File: config.mk
export PLATFORM = sky130hd
export DESIGN_NAME = stp_top
export DESIGN_NICKNAME = d
export VERILOG_FILES = /design/src/logic/stp_pkg.sv /design/src/logic/stp_axi_regs.sv /design/src/logic/stp_top.sv
export VERILOG_INCLUDE_DIRS = /design/src /design/src/logic
export SDC_FILE = /design/constraint.sdc
export NUM_CORES = 1
export LEC_CHECK = 0
export BUFFER_PORTS_ARGS = -buffer_cell sky130_fd_sc_hd__buf_2
export CORE_MARGIN = 5
export CORE_UTILIZATION = 35
export CTS_BUF_LIST = sky130_fd_sc_hd__clkbuf_8 sky130_fd_sc_hd__clkbuf_16
export DETAILED_ROUTE_END_ITERATION = 12
export MAX_ROUTING_LAYER = met4
export PLACE_DENSITY_LB_ADDON = 0.08
export SYNTH_ARGS = -nofsm -noshare
export SYNTH_HDL_FRONTEND = slang
export SYNTH_SLANG_ARGS = --single-unit
export TNS_END_PERCENT = 100
File: constraint.sdc
create_clock -name i_clk_sys -period 18.9 [get_ports i_clk_sys]
set_clock_uncertainty 0.1 [all_clocks]
set_input_delay 3.78 -clock i_clk_sys [delete_from_list [all_inputs] [get_ports i_clk_sys]]
set_output_delay 3.78 -clock i_clk_sys [all_outputs]
set_load 0.02 [all_outputs]
File: src/logic/stp_consts.svh
// Constants for the synchronous TFT pixel port: offsets, fields, resets, timing
`ifndef STP_CONSTS_SVH
`define STP_CONSTS_SVH

// ************************************************************
// Register byte offsets
// ************************************************************
`define STP_OFF_CTRL    8'h00
`define STP_OFF_SIZE    8'h04
`define STP_OFF_HGAP    8'h08
`define STP_OFF_VGAP    8'h0c
`define STP_OFF_SYNC    8'h10
`define STP_OFF_STAT    8'h14

// ************************************************************
// Field positions
// ************************************************************
`define STP_CTL_EN      0
`define STP_CTL_PCLK_HI 1
`define STP_CTL_HS_HI   2
`define STP_CTL_VS_HI   3
`define STP_CTL_SYNC_EN 4
`define STP_CTL_MODE    6:5
`define STP_MODE_COLOUR 2'h1
`define STP_FLD_LO      11:0
`define STP_FLD_HI      27:16

// ************************************************************
// Reset values
// ************************************************************
`define STP_RST_CTRL    32'h0000_0030
`define STP_RST_SIZE    32'h00f0_0140
`define STP_RST_HGAP    32'h0010_0028
`define STP_RST_VGAP    32'h0004_000c
`define STP_RST_SYNC    32'h0002_0008

// ************************************************************
// Bus answers and timing
// ************************************************************
`define STP_RESP_OK     2'h0
`define STP_RESP_ERR    2'h2
`define STP_PCLK_NS     160
`define STP_SYS_NS      20

`endif

File: src/logic/stp_pkg.sv
// Types shared by the synchronous TFT pixel port modules
package stp_pkg;

    // Frame settings, latched once per frame
    typedef struct packed {
        logic        on;
        logic        pclk_hi;
        logic        hs_hi;
        logic        vs_hi;
        logic        sync_en;
        logic [11:0] h_act;
        logic [11:0] v_act;
        logic [11:0] horizontal_back_gap;
        logic [11:0] horizontal_front_gap;
        logic [11:0] vertical_back_gap;
        logic [11:0] vertical_front_gap;
        logic [11:0] hsw;
        logic [11:0] vsw;
    } stp_cfg_t;

    // Register slave state
    typedef struct packed {
        logic        awr;
        logic        wr;
        logic        bv;
        logic        arr;
        logic        rv;
        logic [7:0]  awa;
        logic [31:0] wd;
        logic [3:0]  ws;
        logic [1:0]  bresp;
        logic [1:0]  rresp;
        logic [31:0] rdata;
        logic [31:0] ctrl;
        logic [31:0] size;
        logic [31:0] hgap;
        logic [31:0] vgap;
        logic [31:0] sync;
    } stp_axi_st_t;

endpackage

File: src/logic/stp_axi_regs.sv
// AXI4-Lite register slave holding the pixel port settings
`include "stp_consts.svh"

module stp_axi_regs (
    input  wire logic        i_clk_sys,
    input  wire logic        i_rst,
    input  wire logic [7:0]  i_awaddr,
    input  wire logic        i_awvalid,
    output logic             o_awready,
    input  wire logic [31:0] i_wdata,
    input  wire logic [3:0]  i_wstrb,
    input  wire logic        i_wvalid,
    output logic             o_wready,
    output logic [1:0]       o_bresp,
    output logic             o_bvalid,
    input  wire logic        i_bready,
    input  wire logic [7:0]  i_araddr,
    input  wire logic        i_arvalid,
    output logic             o_arready,
    output logic [31:0]      o_rdata,
    output logic [1:0]       o_rresp,
    output logic             o_rvalid,
    input  wire logic        i_rready,
    input  wire logic [31:0] i_status,
    output logic [31:0]      o_ctrl,
    output logic [31:0]      o_size,
    output logic [31:0]      o_hgap,
    output logic [31:0]      o_vgap,
    output logic [31:0]      o_sync
);

    localparam stp_pkg::stp_axi_st_t RST = '{
        awr: 1'b1, wr: 1'b1, bv: 1'b0, arr: 1'b1, rv: 1'b0,
        awa: 8'h00, wd: 32'h0, ws: 4'h0,
        bresp: `STP_RESP_OK, rresp: `STP_RESP_OK, rdata: 32'h0,
        ctrl: `STP_RST_CTRL, size: `STP_RST_SIZE, hgap: `STP_RST_HGAP,
        vgap: `STP_RST_VGAP, sync: `STP_RST_SYNC};

    stp_pkg::stp_axi_st_t s_r;
    stp_pkg::stp_axi_st_t s_nxt;

    // Byte-lane merge of a write into a stored word
    function automatic logic [31:0] merge(input logic [31:0] old_v,
                                          input logic [31:0] new_v,
                                          input logic [3:0]  strb);
        logic [31:0] r;
        r = old_v;
        for (int b = 0; b < 4; b++)
        begin
            if (strb[b])
                r[8*b +: 8] = new_v[8*b +: 8];
        end
        return r;
    endfunction

    // Address and data are taken in either order; the answer follows both
    always_comb
    begin
        s_nxt = s_r;
        if (i_awvalid && s_r.awr)
        begin
            s_nxt.awa = i_awaddr;
            s_nxt.awr = 1'b0;
        end
        if (i_wvalid && s_r.wr)
        begin
            s_nxt.wd = i_wdata;
            s_nxt.ws = i_wstrb;
            s_nxt.wr = 1'b0;
        end
        if (!s_r.awr && !s_r.wr && !s_r.bv)
        begin
            s_nxt.bv    = 1'b1;
            s_nxt.bresp = `STP_RESP_OK;
            case (s_r.awa)
                `STP_OFF_CTRL: s_nxt.ctrl = merge(s_r.ctrl, s_r.wd, s_r.ws);
                `STP_OFF_SIZE: s_nxt.size = merge(s_r.size, s_r.wd, s_r.ws);
                `STP_OFF_HGAP: s_nxt.hgap = merge(s_r.hgap, s_r.wd, s_r.ws);
                `STP_OFF_VGAP: s_nxt.vgap = merge(s_r.vgap, s_r.wd, s_r.ws);
                `STP_OFF_SYNC: s_nxt.sync = merge(s_r.sync, s_r.wd, s_r.ws);
                `STP_OFF_STAT: s_nxt.bresp = `STP_RESP_OK; // Read-only, write dropped
                default:       s_nxt.bresp = `STP_RESP_ERR;
            endcase
        end
        if (s_r.bv && i_bready)
        begin
            s_nxt.bv  = 1'b0;
            s_nxt.awr = 1'b1;
            s_nxt.wr  = 1'b1;
        end
        // Read data is returned at the same edge that takes the address
        if (i_arvalid && s_r.arr)
        begin
            s_nxt.arr   = 1'b0;
            s_nxt.rv    = 1'b1;
            s_nxt.rresp = `STP_RESP_OK;
            case (i_araddr)
                `STP_OFF_CTRL: s_nxt.rdata = s_r.ctrl;
                `STP_OFF_SIZE: s_nxt.rdata = s_r.size;
                `STP_OFF_HGAP: s_nxt.rdata = s_r.hgap;
                `STP_OFF_VGAP: s_nxt.rdata = s_r.vgap;
                `STP_OFF_SYNC: s_nxt.rdata = s_r.sync;
                `STP_OFF_STAT: s_nxt.rdata = i_status;
                default:
                begin
                    s_nxt.rdata = 32'h0;
                    s_nxt.rresp = `STP_RESP_ERR;
                end
            endcase
        end
        if (s_r.rv && i_rready)
        begin
            s_nxt.rv  = 1'b0;
            s_nxt.arr = 1'b1;
        end
    end

    // State register
    always_ff @(posedge i_clk_sys or posedge i_rst)
    begin
        if (i_rst)
            s_r <= RST;
        else
            s_r <= s_nxt;
    end

    assign o_awready = s_r.awr;
    assign o_wready  = s_r.wr;
    assign o_bvalid  = s_r.bv;
    assign o_bresp   = s_r.bresp;
    assign o_arready = s_r.arr;
    assign o_rvalid  = s_r.rv;
    assign o_rresp   = s_r.rresp;
    assign o_rdata   = s_r.rdata;
    assign o_ctrl    = s_r.ctrl;
    assign o_size    = s_r.size;
    assign o_hgap    = s_r.hgap;
    assign o_vgap    = s_r.vgap;
    assign o_sync    = s_r.sync;

endmodule

File: src/logic/stp_top.sv
// Synchronous TFT colour pixel port: timing, pixel clock and RGB666 output
`include "stp_consts.svh"

// What this block does
// - Of four panel kinds, only TFT colour drives syncs, valid and data; the pixel clock runs in all.
// - Drives 22 lines: line sync, frame sync, valid, clock, 18 RGB.
// - Red on bus bits 17..12, green 11..6, blue 5..0.
// - Line sync pulse ends a line; following valid pixels are next line.
// - Frame sync goes active to end the current frame.
// - Valid is high only while the bus holds pixels; panel latches on clock.
// - High clock polarity: data changes on falling edge, latched on rising.
// - Low clock polarity: data changes on rising edge, latched on falling.
// - Pixel output is limited to 18 data lines.
// - Wider pixels lose low bits of each colour; upper bits pass unchanged.
// - Truncation only: no dithering or filtering.
// - Works for panels using only valid, clock and data; syncs can be off.
// - No serial command port is used for panel start-up.
// - Programmable back gap before and front gap after active pixels.
// - Programmable line counts before and after the active lines.
// - Line period equals active width plus back gap plus front gap.
// - Line and frame sync active levels are chosen independently.
module stp_top #(
    parameter int IN_BITS = 8
) (
    input  wire logic                 i_clk_sys,
    input  wire logic                 i_rst,
    input  wire logic [7:0]           i_awaddr,
    input  wire logic                 i_awvalid,
    output logic                      o_awready,
    input  wire logic [31:0]          i_wdata,
    input  wire logic [3:0]           i_wstrb,
    input  wire logic                 i_wvalid,
    output logic                      o_wready,
    output logic [1:0]                o_bresp,
    output logic                      o_bvalid,
    input  wire logic                 i_bready,
    input  wire logic [7:0]           i_araddr,
    input  wire logic                 i_arvalid,
    output logic                      o_arready,
    output logic [31:0]               o_rdata,
    output logic [1:0]                o_rresp,
    output logic                      o_rvalid,
    input  wire logic                 i_rready,
    input  wire logic [3*IN_BITS-1:0] i_pix_data,
    input  wire logic                 i_pix_valid,
    output logic                      o_pix_ready,
    output logic                      o_line_sync_pin,
    output logic                      o_frame_sync_pin,
    output logic                      o_pixel_valid_pin,
    output logic                      o_pixel_clock_pin,
    output logic [17:0]               o_rgb_pixel_bus
);

    localparam int CW   = 13;
    localparam int OB   = 6;
    localparam int HALF = `STP_PCLK_NS / `STP_SYS_NS / 2;
    localparam int SLOT_AFTER = 2 * HALF + 1; // Ticks from one slot edge to the next one's pins

    typedef struct packed {
        stp_pkg::stp_cfg_t    cfg;
        logic [7:0]           div;
        logic                 pclk;
        logic [CW-1:0]        hcnt;
        logic [CW-1:0]        vcnt;
        logic [3*IN_BITS-1:0] hold;
        logic                 full;
        logic                 rdy;
        logic                 hs;
        logic                 vs;
        logic                 de;
        logic [17:0]          rgb;
    } stp_top_st_t;

    stp_top_st_t s_r;
    stp_top_st_t s_nxt;
    logic        adv;
    logic [31:0] ctrl_w;
    logic [31:0] size_w;
    logic [31:0] hgap_w;
    logic [31:0] vgap_w;
    logic [31:0] sync_w;
    logic [31:0] status_w;
    logic [CW-1:0] htot_q;

    // ************************************************************
    // Helpers
    // ************************************************************

    // Sum of a gap, an active span and a gap
    function automatic logic [CW-1:0] span(input logic [11:0] a,
                                           input logic [11:0] b,
                                           input logic [11:0] c);
        return CW'(a) + CW'(b) + CW'(c);
    endfunction

    // Only the upper six bits of each colour survive; no rounding
    function automatic logic [17:0] trunc(input logic [3*IN_BITS-1:0] p);
        return {p[3*IN_BITS-1 -: OB], p[2*IN_BITS-1 -: OB], p[IN_BITS-1 -: OB]};
    endfunction

    // Register words into one frame setting
    function automatic stp_pkg::stp_cfg_t unpack(input logic [31:0] ct,
                                                 input logic [31:0] sz,
                                                 input logic [31:0] hg,
                                                 input logic [31:0] vg,
                                                 input logic [31:0] sy);
        stp_pkg::stp_cfg_t c;
        c.on      = ct[`STP_CTL_EN] && (ct[`STP_CTL_MODE] == `STP_MODE_COLOUR);
        c.pclk_hi = ct[`STP_CTL_PCLK_HI];
        c.hs_hi   = ct[`STP_CTL_HS_HI];
        c.vs_hi   = ct[`STP_CTL_VS_HI];
        c.sync_en = ct[`STP_CTL_SYNC_EN];
        c.h_act   = sz[`STP_FLD_LO];
        c.v_act   = sz[`STP_FLD_HI];
        c.horizontal_back_gap     = hg[`STP_FLD_LO];
        c.horizontal_front_gap     = hg[`STP_FLD_HI];
        c.vertical_back_gap     = vg[`STP_FLD_LO];
        c.vertical_front_gap     = vg[`STP_FLD_HI];
        c.hsw     = sy[`STP_FLD_LO];
        c.vsw     = sy[`STP_FLD_HI];
        return c;
    endfunction

    // ************************************************************
    // Register slave; no serial command port exists in this block
    // ************************************************************

    assign status_w = {15'h0, s_r.cfg.on, 3'h0, s_r.vcnt};

    stp_axi_regs u_regs (
        .i_clk_sys (i_clk_sys),
        .i_rst     (i_rst),
        .i_awaddr  (i_awaddr),
        .i_awvalid (i_awvalid),
        .o_awready (o_awready),
        .i_wdata   (i_wdata),
        .i_wstrb   (i_wstrb),
        .i_wvalid  (i_wvalid),
        .o_wready  (o_wready),
        .o_bresp   (o_bresp),
        .o_bvalid  (o_bvalid),
        .i_bready  (i_bready),
        .i_araddr  (i_araddr),
        .i_arvalid (i_arvalid),
        .o_arready (o_arready),
        .o_rdata   (o_rdata),
        .o_rresp   (o_rresp),
        .o_rvalid  (o_rvalid),
        .i_rready  (i_rready),
        .i_status  (status_w),
        .o_ctrl    (ctrl_w),
        .o_size    (size_w),
        .o_hgap    (hgap_w),
        .o_vgap    (vgap_w),
        .o_sync    (sync_w)
    );

    // ************************************************************
    // Timing generator
    // ************************************************************

    // Pixel clock toggles every HALF ticks; counters and output pins advance on its data-change edge
    always_comb
    begin
        stp_pkg::stp_cfg_t c;
        logic              h_in;
        logic              v_in;
        logic [CW-1:0]     htot;
        logic [CW-1:0]     vtot;
        c     = s_r.cfg;
        h_in  = 1'b0;
        v_in  = 1'b0;
        htot  = '0;
        vtot  = '0;
        adv   = 1'b0;
        s_nxt = s_r;
        if (s_r.div == 8'(HALF - 1))
        begin
            s_nxt.div  = 8'h00;
            s_nxt.pclk = ~s_r.pclk;
            adv        = (~s_r.pclk) != s_r.cfg.pclk_hi;
        end
        else
            s_nxt.div = s_r.div + 8'h01;
        if (adv)
        begin
            // Settings only change at the first pixel slot of a frame
            if (s_r.hcnt == '0 && s_r.vcnt == '0)
            begin
                c         = unpack(ctrl_w, size_w, hgap_w, vgap_w, sync_w);
                s_nxt.cfg = c;
            end
            htot = span(c.horizontal_back_gap, c.h_act, c.horizontal_front_gap);
            vtot = span(c.vertical_back_gap, c.v_act, c.vertical_front_gap);
            h_in = s_r.hcnt >= CW'(c.horizontal_back_gap) && s_r.hcnt < span(c.horizontal_back_gap, c.h_act, 12'h0);
            v_in = s_r.vcnt >= CW'(c.vertical_back_gap) && s_r.vcnt < span(c.vertical_back_gap, c.v_act, 12'h0);
            s_nxt.de = c.on && h_in && v_in;
            // Sync pulses open each line and frame, closing the previous one
            s_nxt.hs = (c.on && c.sync_en && s_r.hcnt < CW'(c.hsw)) ? c.hs_hi : ~c.hs_hi;
            s_nxt.vs = (c.on && c.sync_en && s_r.vcnt < CW'(c.vsw)) ? c.vs_hi : ~c.vs_hi;
            s_nxt.rgb = 18'h0;
            if (s_nxt.de)
            begin
                // An empty holding word sends black rather than stalling the panel
                s_nxt.rgb  = s_r.full ? trunc(s_r.hold) : 18'h0;
                s_nxt.full = 1'b0;
            end
            if (!c.on)
            begin
                s_nxt.hcnt = '0;
                s_nxt.vcnt = '0;
            end
            else if (s_r.hcnt >= htot - CW'(1))
            begin
                s_nxt.hcnt = '0;
                s_nxt.vcnt = (s_r.vcnt >= vtot - CW'(1)) ? '0 : s_r.vcnt + CW'(1);
            end
            else
                s_nxt.hcnt = s_r.hcnt + CW'(1);
        end
        // One-word holding stage toward the pixel source
        if (s_r.rdy && i_pix_valid)
        begin
            s_nxt.hold = i_pix_data;
            s_nxt.full = 1'b1;
        end
        s_nxt.rdy = !s_nxt.full;
    end

    // State register; sync pins idle high under the reset setting
    always_ff @(posedge i_clk_sys or posedge i_rst)
    begin
        if (i_rst)
        begin
            s_r     <= '0;
            s_r.hs  <= 1'b1;
            s_r.vs  <= 1'b1;
            s_r.rdy <= 1'b1;
        end
        else
            s_r <= s_nxt;
    end

    assign o_pix_ready       = s_r.rdy;
    assign o_line_sync_pin   = s_r.hs;
    assign o_frame_sync_pin  = s_r.vs;
    assign o_pixel_valid_pin = s_r.de;
    assign o_pixel_clock_pin = s_r.pclk;
    assign o_rgb_pixel_bus   = s_r.rgb;

    assign htot_q = span(s_r.cfg.horizontal_back_gap, s_r.cfg.h_act, s_r.cfg.horizontal_front_gap);

    // Run length of valid pixel slots in the current line
    logic [CW-1:0] de_run;
    always_ff @(posedge i_clk_sys or posedge i_rst)
    begin
        if (i_rst)
            de_run <= '0;
        else if (adv)
            de_run <= s_nxt.de ? de_run + CW'(1) : '0;
    end
endmodule

==> run_results.csv <==
group,metric,value,unit
critical_path,cpMostUsedCell,"ha_1",
detailed_routing,ant_nets,0,
timing,period_share,0.4824,
timing,setup_viol,0,
synthesis,synthArstFlopShare,1.000,
critical_path,r2r-start,"s_r[47]",
timing,rsz0062_at_grt,"no",
synthesis,syn_inst,2117,
global_route,grt_pass1_vias,17060,
synthesis,synth_compound_area_frac,0.09394,
floorplanning,die_h,270.3,um
timing,final-hold-violation-count,0,
critical_path,crit_path_max_fanout,91,
synthesis,ys_types,79,
synthesis,syn_area_per_cell,11.20,um2
power,p_leak,13.55,nW
cts,cts_hold_buf,0,
critical_path,cp-end-kind,"flip-flop",
floorplanning,io_pins,148,
placed_design,placed_area,25040,um2
critical_path,startpoint,"s_r[47]",
synthesis,synth.area.top_cells,"dfrtp_1 42%, mux2_2 17%, ha_1 7.7%, mux2i_1 4.3%, nand2_1 3.2%",
critical_path,required,19.28,ns
timing,relSlewSlack,0.1819,
timing,hold_ws,0.3508,ns
timing,worst_slew_pin_slew,1.225,ns
floorplanning,start_util,0.3530,
synthesis,synthMuxAreaShare,0.2140,
critical_path,critPathArrivalTime,9.49,ns
power,vdd_ir_drop_max,0.00009426,V
detailed_routing,wirelength,69450,um
run,drv_cap,0,
critical_path,cp_top_family,"compound AO/OA/AOI/OAI gates",
timing,finalCriticalPeriod,9.117,ns
hold_path,hp-class,"reg -> reg",
global_route,track_usage,0.1931,
global_route,grt_pass1_wl,107000,um
synthesis,synth_seq_cells,420,
synthesis,synthAdderAreaFrac,0.08159,
synthesis,synth_top_area_share,0.4201,
global_route,grt.overflow.total,0,
critical_path,reg2reg_slack,9.78,ns
critical_path,worst-path-stages,30,
placed_design,dp_hpwl,49770,um
critical_path,startpoint_type,"flip-flop",
timing,max_freq,109.7,MHz
detailed_routing,post_drt_wl_per_cell,22.26,um
critical_path,critPathSlowestCell,"a2111oi_1",
critical_path,slowest_delay,0.99,ns
synthesis,yosys.area_share.simple,0.09045,
placed_design,portBuffers,139,
detailed_routing,drtIter0Drc,886,
cts,cts-root-buf,"clkbuf_16",
finish,finalInstanceArea,26740,um2
placed_design,place.gp.congestion,0.8471,
power,cellPowerDensity,120.7,nW/um2
synthesis,synth_xor_xnor_area_share,0.02992,
floorplanning,dieArea,73050,um2
synthesis,yosysWarnings,0,
detailed_routing,drc,0,
global_route,grt_max_degree,101,
timing,finalSetupTns,0,ns
hold_path,min_from,"s_r[74]",
detailed_routing,route.vias.total,16600,
finish,nets,2436,
cts,insertion_delay,0.60,ns
finish,area_delta_synth_final,12.77,%
cts,post_cts_buffers,0,
cts,path_clk_slew,0.06,ns
critical_path,r2r_cells,30,
finish,drive_gt1_frac,0.2912,
hold_path,holdPathStages,1,
synthesis,synth_top_family_by_area,"multiplexers",
critical_path,critPathKind,"reg -> reg",
floorplanning,rows,95,
timing,finalMaxSlewViolations,0,
run_status,status,"finished clean",
cts,cts_buffer_depth,3,
detailed_routing,via_per_inst,5.320,
power,p_total,0.003227,W
synthesis,synth_edf_count,0,
cts,h-tree-depth,2,
synthesis,yosysSeqAreaShare,0.4445,
global_route,antenna_found_initial,1,
cts,cts_sinks,420,
cts,cts_resized,0,
cts,cts_buffers,51,
timing,setup_ws,9.783,ns
critical_path,worst-path-buf-inv,4,
synthesis,synth_top_cell_by_area,"dfrtp_1",
detailed_routing,dr.pass1.iters,5,
floorplanning,core_area,67160,um2
floorplanning,chipWidth,270.3,um
placed_design,dp_slack,9.708,ns
synthesis,syn_area,23710,um2
synthesis,synthFlopType,"dfrtp_1",
cts,cts_tree,"done",
## path summary, 6_finish.rpt
check | endpoint
worst max-delay path | s_r[54]
worst min-delay path | s_r[74]
worst max register to register | s_r[54]
worst min register to register | s_r[74]
max in group asynchronous | u_regs.s_r[220]
min in group asynchronous | u_regs.s_r[233]
## cells by family (layout without fill, tap and decap cells)
logic type               after synthesis  after routing
AO/OA/AOI/OAI                        328            328
XOR/XNOR                              81             81
adder cells (fa/ha/maj)              153            153
buffers and inverters                226            354
flip-flops                           420            420
multiplexers                         462            462
other                                  1              3
AND/OR/NAND/NOR                      446            446
## cell usage in the layout, fill, tap and decap left out, types with 48 or more instances in the layout
| master | synthesis | routed |
|---|---|---|
| mux2i_1 | 102 | 102 |
| inv_1 | 90 | 107 |
| dfrtp_1 | 398 | 398 |
| buf_2 | 6 | 139 |
| a21oi_1 | 48 | 48 |
| xnor2_1 | 49 | 49 |
| o21ai_0 | 100 | 100 |
| clkbuf_16 | 0 | 51 |
| nor2_1 | 73 | 71 |
| mux2_2 | 360 | 360 |
| nand2_1 | 203 | 201 |
| ha_1 | 145 | 145 |
## stage by stage
stage,cells,util
after floorplan,2118,-
after global placement,3023,0.3729
after detailed placement,3023,0.3729
after CTS,3119,0.3981
after global routing,3120,0.3981
final,3120,0.3981
## final cells by class
class	count	area, um2
fillers	6594	40420
multi-input cells	1472	12140
flip-flops and latches	420	10540
clock buffers	61	1414
well taps	873	1092
repair buffers	168	925.9
inverters	90	345.3
clock inverters	35	279.0
diodes	1	2.502
## sequential cells by signal, summed over array words and instances, names as in the netlist, 18 cells and up
name / cells
o_rgb_pixel_bus: 18
s_r: 154
u_regs.o_ctrl: 32
u_regs.o_hgap: 32
u_regs.o_rdata: 32
u_regs.o_size: 32
u_regs.o_sync: 32
u_regs.o_vgap: 32
u_regs.s_r: 44
## routing by layer
| metal | track usage | wire length (um) | vias up |
|---|---|---|---|
| li1 | - | - | 7774 |
| met1 | 0.2623 | 33130 | 8443 |
| met2 | 0.3118 | 32640 | 291 |
| met3 | 0.02168 | 2242 | 90 |
| met4 | 0.04758 | 1436 | 0 |
| met5 | - | 0 | - |
## power breakdown
part	leakage [nW]	switching, W	internal (W)
registers	5.62	0.000155	0.00106
logic	7.02	0.000536	0.000498
clock network	0.906	0.000408	0.000574
## cell usage after synthesis, drive strengths merged (4+ instances only)
cell     number
o21ai       103
a31oi         6
or4           6
clkbuf       58
nand4b        4
nand2b       21
maj3          4
o211ai       11
o22ai         8
mux2        360
dfrtp       398
and2          5
a2111oi       6
a21o         22
buf          78
fa            4
nand2       203
a21oi        48
nand3        30
xor2         32
ha          145
nor4          8
o31ai         7
xnor2        49
dfstp        22
a211o         5
a222oi       15
nor2         75
nor3         16
a21boi        7
o21a         17
a211oi        8
inv          90
nand4        23
a22o         19
and3         19
nor3b         4
or3           5
a22oi         6
nor2b        17
mux2i       102
a221oi       16
No activity file was read; power rests on OpenSTA's default activity.
